==> src/hdl/lgi_params.svh <==
// Purpose: constants for the indicator/general pin block
// Assumes: pclk at 25 MHz, registers on an APB slave
// Notes: offsets are byte addresses of 32-bit words
`ifndef LGI_PARAMS_SVH
`define LGI_PARAMS_SVH
`define LGI_CLK_HZ 25000000
`define LGI_BLINK_MS 80
`define LGI_BLINK_CYC ((`LGI_CLK_HZ / 1000) * `LGI_BLINK_MS)
`define LGI_OFF_CFG 12'h000
`define LGI_OFF_OUT 12'h004
`define LGI_OFF_IN 12'h008
`define LGI_OFF_STAT 12'h00c
`define LGI_NPINS 3
`define LGI_CFG_RST 32'h0000_0000
`define LGI_MODE_LSB 0
`define LGI_IND_LSB 8
`endif

==> src/hdl/lgi_pkg.sv <==
// Purpose: types for the indicator/general pin block
// Assumes: included constants in lgi_params.svh
// Notes: pin mode encoding per two-bit field
package lgi_pkg;
    typedef enum logic [1:0]
    {
        LGI_MODE_IN = 2'h0,
        LGI_MODE_PP = 2'h1,
        LGI_MODE_OD = 2'h2
    } lgi_mode_t;
    typedef enum logic [1:0]
    {
        LGI_ON,
        LGI_OFF_PULSE,
        LGI_HOLD_ON
    } lgi_blink_t;
endpackage : lgi_pkg

==> src/hdl/lgi_gpio.sv <==
// Purpose: three general pins shared with link indicators, APB registers
// Assumes: status inputs synchronous to pclk
// Notes: indicator pins are open drain; pin input sampled directly
//
// Decided for this implementation: the placing of the registers and the APB slave port.
`include "lgi_params.svh"
`timescale 1ns/1ps
module lgi_gpio #(
    parameter int BLINK_CYC = `LGI_BLINK_CYC
) (
    input wire logic pclk,
    input wire logic presetn,
    input wire logic psel,
    input wire logic penable,
    input wire logic pwrite,
    input wire logic [11:0] paddr,
    input wire logic [31:0] pwdata,
    output logic [31:0] prdata,
    output logic pready,
    output logic pslverr,
    input wire logic [2:0] pin_in,
    output logic [2:0] pin_out,
    output logic [2:0] pin_oe,
    input wire logic crossover_auto_strap,
    output logic crossover_auto_en,
    input wire logic link_up,
    input wire logic speed_100,
    input wire logic full_duplex,
    input wire logic activity
);
    logic [31:0] cfg_ff, nxt_cfg;
    logic [2:0] dout_ff, nxt_dout;
    logic [31:0] rdata_ff, nxt_rdata;
    logic ready_ff, nxt_ready;
    logic err_ff, nxt_err;
    logic [2:0] pout_ff, nxt_pout;
    logic [2:0] poe_ff, nxt_poe;
    logic mdix_ff, nxt_mdix;
    logic [2:0] ind_n;
    logic blink_n;
    logic access;

    ////////////////////////////////////////////////////////////////////////
    // link blink sequencer
    lgi_blink #(
        .BLINK_CYC(BLINK_CYC)
    ) u_blink (
        .pclk(pclk),
        .presetn(presetn),
        .link_up(link_up),
        .activity(activity),
        .ind_n(blink_n)
    );

    // indicator levels, high means released
    always_comb
    begin
        ind_n[0] = !(link_up && speed_100);
        ind_n[1] = blink_n;
        ind_n[2] = !(link_up && full_duplex);
    end

    ////////////////////////////////////////////////////////////////////////
    // apb slave: one wait state per access, pready registered
    assign access = psel && penable && !ready_ff;

    always_comb
    begin
        nxt_cfg = cfg_ff;
        nxt_dout = dout_ff;
        nxt_rdata = rdata_ff;
        nxt_ready = 1'b0;
        nxt_err = 1'b0;
        if (access)
        begin
            nxt_ready = 1'b1;
            nxt_rdata = 32'h0;
            case (paddr)
                `LGI_OFF_CFG:
                begin
                    if (pwrite)
                        nxt_cfg = pwdata;
                    else
                        nxt_rdata = cfg_ff;
                end
                `LGI_OFF_OUT:
                begin
                    if (pwrite)
                        nxt_dout = pwdata[2:0];
                    else
                        nxt_rdata = {29'h0, dout_ff};
                end
                `LGI_OFF_IN:
                    nxt_rdata = {29'h0, pin_in};
                `LGI_OFF_STAT:
                    nxt_rdata = {28'h0, mdix_ff, ind_n};
                default:
                    nxt_err = 1'b1;
            endcase
        end
    end

    ////////////////////////////////////////////////////////////////////////
    // pin drivers, one per pin
    for (genvar i = 0; i < `LGI_NPINS; i++)
    begin : g_pin
        always_comb
        begin
            lgi_pkg::lgi_mode_t mode;
            mode = lgi_pkg::lgi_mode_t'(cfg_ff[`LGI_MODE_LSB + 2 * i +: 2]);
            nxt_pout[i] = 1'b0;
            nxt_poe[i] = 1'b0;
            if (cfg_ff[`LGI_IND_LSB + i])
                nxt_poe[i] = !ind_n[i];
            else if (mode == lgi_pkg::LGI_MODE_PP)
            begin
                nxt_pout[i] = dout_ff[i];
                nxt_poe[i] = 1'b1;
            end
            else if (mode == lgi_pkg::LGI_MODE_OD)
                nxt_poe[i] = !dout_ff[i];
        end
    end

    // strap level registered each pclk, reset loads 1 so crossover starts enabled
    assign nxt_mdix = crossover_auto_strap;

    // registers
    always_ff @(posedge pclk or negedge presetn)
    begin
        if (!presetn)
        begin
            cfg_ff <= `LGI_CFG_RST;
            dout_ff <= 3'h0;
            rdata_ff <= 32'h0;
            ready_ff <= 1'b0;
            err_ff <= 1'b0;
            pout_ff <= 3'h0;
            poe_ff <= 3'h0;
            mdix_ff <= 1'b1;
        end
        else
        begin
            cfg_ff <= nxt_cfg;
            dout_ff <= nxt_dout;
            rdata_ff <= nxt_rdata;
            ready_ff <= nxt_ready;
            err_ff <= nxt_err;
            pout_ff <= nxt_pout;
            poe_ff <= nxt_poe;
            mdix_ff <= nxt_mdix;
        end
    end

    assign prdata = rdata_ff;
    assign pready = ready_ff;
    assign pslverr = err_ff;
    assign pin_out = pout_ff;
    assign pin_oe = poe_ff;
    assign crossover_auto_en = mdix_ff;
endmodule : lgi_gpio

==> src/hdl/lgi_blink.sv <==
// Purpose: link and activity blink sequencer
// Assumes: link and activity synchronous to pclk
// Notes: output high means indicator unlit
`include "lgi_params.svh"
`timescale 1ns/1ps
module lgi_blink #(
    parameter int BLINK_CYC = `LGI_BLINK_CYC
) (
    input wire logic pclk,
    input wire logic presetn,
    input wire logic link_up,
    input wire logic activity,
    output logic ind_n
);
    lgi_pkg::lgi_blink_t state_ff, nxt_state;
    logic [31:0] cnt_ff, nxt_cnt;
    logic ind_ff, nxt_ind;
    localparam logic [31:0] LAST = 32'(BLINK_CYC - 1);

    // sequence: lit, off pulse, forced lit gap
    always_comb
    begin
        nxt_state = state_ff;
        nxt_cnt = cnt_ff;
        case (state_ff)
            lgi_pkg::LGI_ON:
            begin
                nxt_cnt = 32'h0;
                if (link_up && activity)
                    nxt_state = lgi_pkg::LGI_OFF_PULSE;
            end
            lgi_pkg::LGI_OFF_PULSE:
            begin
                nxt_cnt = cnt_ff + 32'h1;
                if (cnt_ff == LAST)
                begin
                    nxt_state = lgi_pkg::LGI_HOLD_ON;
                    nxt_cnt = 32'h0;
                end
            end
            lgi_pkg::LGI_HOLD_ON:
            begin
                nxt_cnt = cnt_ff + 32'h1;
                // gap over: pulse again at once if traffic is still present
                if (cnt_ff == LAST)
                begin
                    nxt_cnt = 32'h0;
                    if (link_up && activity)
                        nxt_state = lgi_pkg::LGI_OFF_PULSE;
                    else
                        nxt_state = lgi_pkg::LGI_ON;
                end
            end
            default:
            begin
                nxt_state = lgi_pkg::LGI_ON;
                nxt_cnt = 32'h0;
            end
        endcase
        if (!link_up)
        begin
            nxt_state = lgi_pkg::LGI_ON;
            nxt_cnt = 32'h0;
        end
        nxt_ind = !(link_up && nxt_state != lgi_pkg::LGI_OFF_PULSE);
    end

    // registers
    always_ff @(posedge pclk or negedge presetn)
    begin
        if (!presetn)
        begin
            state_ff <= lgi_pkg::LGI_ON;
            cnt_ff <= 32'h0;
            ind_ff <= 1'b1;
        end
        else
        begin
            state_ff <= nxt_state;
            cnt_ff <= nxt_cnt;
            ind_ff <= nxt_ind;
        end
    end

    assign ind_n = ind_ff;
endmodule : lgi_blink

==> config.mk <==
export PLATFORM = sky130hd
export DESIGN_NAME = lgi_gpio
export DESIGN_NICKNAME = d
export VERILOG_FILES = /design/src/hdl/lgi_pkg.sv /design/src/hdl/lgi_gpio.sv /design/src/hdl/lgi_blink.sv
export VERILOG_INCLUDE_DIRS = /design/src /design/src/hdl
export SDC_FILE = /design/constraint.sdc
export NUM_CORES = 1
export LEC_CHECK = 0
export BUFFER_PORTS_ARGS = -buffer_cell sky130_fd_sc_hd__clkbuf_2
export CAP_MARGIN = 20
export CORE_MARGIN = 2
export CORE_UTILIZATION = 49
export DETAILED_ROUTE_END_ITERATION = 6
export GPL_ROUTABILITY_DRIVEN = 0
export GPL_TIMING_DRIVEN = 0
export PLACE_DENSITY = 0.75
export SETUP_SLACK_MARGIN = 0.05
export SYNTH_ARGS = -nofsm -noshare
export SYNTH_HDL_FRONTEND = slang
export SYNTH_HIERARCHICAL = 1
export SYNTH_SLANG_ARGS = --single-unit
==> constraint.sdc <==
create_clock -name pclk -period 2.15 [get_ports pclk]
set_input_delay 0.215 -clock pclk [delete_from_list [all_inputs] [get_ports pclk]]
set_output_delay 0.215 -clock pclk [all_outputs]
set_load 0.02 [all_outputs]
==> flow_summary.ini <==
[yosys]
ys_top_cells_by_area = dfrtp_1 (56%), mux2_2 (6.9%), a22o_1 (5.0%), nor2_1 (3.1%), xnor2_1 (2.5%)
async_flop_share_pct = 100.0
synth_flop_cell = dfrtp_1
yosysTopAreaCellShare_pct = 56.01
yosysSeqAreaShare_pct = 57.09
syn_area_sq_um = 4870
yosys.cell_types.count = 50
synth_edf_count = 0
synth_top_area_cell = dfrtp_1
ys_warn_count = 6
syn_nets = 462
avgSynthCellArea_sq_um = 12.17
synthCells = 400
synth_seq_cells = 111

[worst_setup_path]
critPathCaptureType = flop
r2r_slack_ns = 0.08
critical_path_class = flop to flop
cp_max_fo = 5
crit_arrival_ns = 2.37
reg2regPathDepth = 7
required_ns = 2.46
cp-start-kind = flop

[run]
max-cap-violations = 0

[sta]
fmax_mhz = 483.7
worst_pin_slew_ns = 0.8647
rsz0062_at_grt = yes
finalSetupViolCount = 0
finClkSkew_ns = 0.01131
fin_crit_ns = 2.067
finalCritPeriodShare_pct = 96.15
slew_viol_final = 0
hold_violations = 0
maxSlewHeadroom_pct = 42.36

[floorplanning]
core-area_sq_um = 9729
ios = 98
start_util_pct = 50.05
num_rows = 36
die-area_sq_um = 10750
die_y_microns = 103.7
die_width_microns = 103.7

[global_routing]
antenna_found_initial = 0
grt_pass1_wl_mm = 17.95
grt_max_degree = 112
grt-ovfl-total = 0
grt_pass1_vias = 3555
track_usage_pct = 20.55

[finish]
syn_to_final_growth_pct = 21.07
drive_above_1_share_pct = 37.60
final_nets = 581
insertedDiodeCount = 0
seq_area_sq_um = 2786
multi_input_area_sq_um = 2013
final_util_pct = 60.60
fillers = 839

[clock_tree]
cts_root_buffer = clkbuf_8
ctsLongestPathBuffers = 2
numCtsBuffers = 9
cts_htree_levels = 3
path_clk_slew_ns = 0.12
clk_latency_ns = 0.37
cts_sinks = 111
tritoncts = yes

[status]
outcome = finished, final reports clean

[route]
vias = 3534
routedWlPerCell_microns = 16.47
drc = 0
ant_nets = 0
drt-initial-drc-count = 151
route.detailed.vias_per_inst = 5.379
wirelength_mm = 10.82
first_pass_iters = 4

[pwr]
finalPower_uw = 3530
power_density_nw_per_um2 = 598.7
power.leakage_uw = 0.002860
peakVddDrop_mv = 0.5239

[placement]
hpwl_mm = 7.695
io_buffers = 96

[hold_path]
hold_path.class = input port to flop
min_delay_path_depth = 2
## final timing paths
path,start,to
worst max-delay path,u_blink/cnt_ff[0],u_blink/cnt_ff[30]
worst min-delay path,pwdata[24],cfg_ff[24]
worst max register to register,u_blink/cnt_ff[0],u_blink/cnt_ff[30]
worst min register to register,cfg_ff[14],prdata[14]
max in group asynchronous,presetn,u_blink/cnt_ff[9]
min in group asynchronous,presetn,pin_oe[0]
## worst max-delay path, cell delays in order, from the launching register on
cell and delay (ns):
dfrtp_1 0.41, ha_2 0.19, and3_4 0.18, buf_6 0.11
nand2_4 0.07, or4_4 0.58, or3_4 0.35, a21oi_2 0.12
## final cells by class
cell class                 instances  share of cell area (%)
buffer                            16                   1.931
multi-input combinational        264                   34.15
timing repair buffer             109                   10.04
clock inverter                     7                   1.188
tap                              133                   2.823
inverter                           8                  0.5093
sequential                       111                   47.26
clock buffer                       9                   2.101
## cells in the mapped netlist (all sizes together) (3+ instances only)
cell,n
dfrtp,109
nor2,40
mux2,37
a22o,28
nand3,20
nand2,19
xnor2,14
xor2,12
buf,11
nor4,11
o21ai,10
nor3,9
inv,8
a21oi,7
and3,7
clkbuf,6
ha,5
nand4,5
a31oi,4
and4,4
or3,4
or4,4
a22oi,3
## sequential cells by signal, summed over array words and instances, names as in the netlist
register           count
u_blink/cnt_ff        32
pin_oe                 3
pslverr                1
cfg_ff                32
u_blink/ind_n          1
u_blink/state_ff       2
pready                 1
dout_ff                3
pin_out                3
prdata                32
crossover_auto_en      1
## cell usage in the layout, fill, tap and decap left out, types with 3 or more instances in the layout
master / Yosys / final
a21oi_1: 7 / 6
a22o_1: 28 / 28
a22oi_1: 3 / 3
a31oi_1: 4 / 3
and3_1: 7 / 6
buf_4: 3 / 17
buf_6: 3 / 4
clkbuf_1: 6 / 5
clkbuf_2: 0 / 95
clkbuf_8: 0 / 10
dfrtp_1: 109 / 104
dfrtp_2: 0 / 5
ha_1: 5 / 4
inv_1: 8 / 8
inv_6: 0 / 3
mux2_1: 4 / 4
mux2_2: 30 / 30
mux2_4: 3 / 3
nand2_1: 19 / 18
nand3_1: 18 / 17
nand4_1: 4 / 4
nor2_1: 40 / 40
nor3_1: 8 / 8
nor4_1: 8 / 7
nor4_4: 3 / 3
o21ai_0: 10 / 10
or3_1: 4 / 3
or4_4: 3 / 3
xnor2_1: 14 / 14
xor2_1: 12 / 12
## kinds of logic after synthesis
family | synth area share [%]
buf+inv | 2.749
flops | 57.09
mux | 9.198
xor+xnor | 4.676
compound gates | 9.224
simple gates | 15.78
fa+ha+maj | 1.285
## repair_timing
item | in CTS | in global routing
endpoints found under the hold margin | 40 | 0
hold buffers | 2 | 0
endpoints found under the setup margin | 34 | 33
pin swaps | 1 | 4
buffers inserted | 4 | 7
gates resized for setup | 8 | 18
## per-stage QoR
step                      setup WS (ns)  hold WS, ns  area (sq um)  std cells  TNS [ns]
final                           0.08271      0.05482          5896        657         0
after CTS                       0.03793      0.04992          5793        651         0
after global placement          -0.6360       0.3069          5517        629    -72.04
after detailed placement        -0.1675       0.3088          5525        629    -4.403
after floorplan                  0.1314     -0.08059          4870        400         0
after global routing           0.006169      0.04356          5896        657         0
## power breakdown
part	internal, uW	leakage [uW]	total, uW	switching (uW)
registers	2100	0.00153	2100	6.83
logic	69.2	0.00123	189	120
clock network	459	0.000101	1240	777
total	2630	0.00286	3530	904
## layer usage
metal,track usage [%],wire length [microns],vias to the layer above
met3,4.342,488,11
li1,-,-,1686
met4,4.151,136,0
met2,34.67,5366,93
met5,0,0,-
met1,27.76,4828,1744
Power figures use the tool's default switching activity.
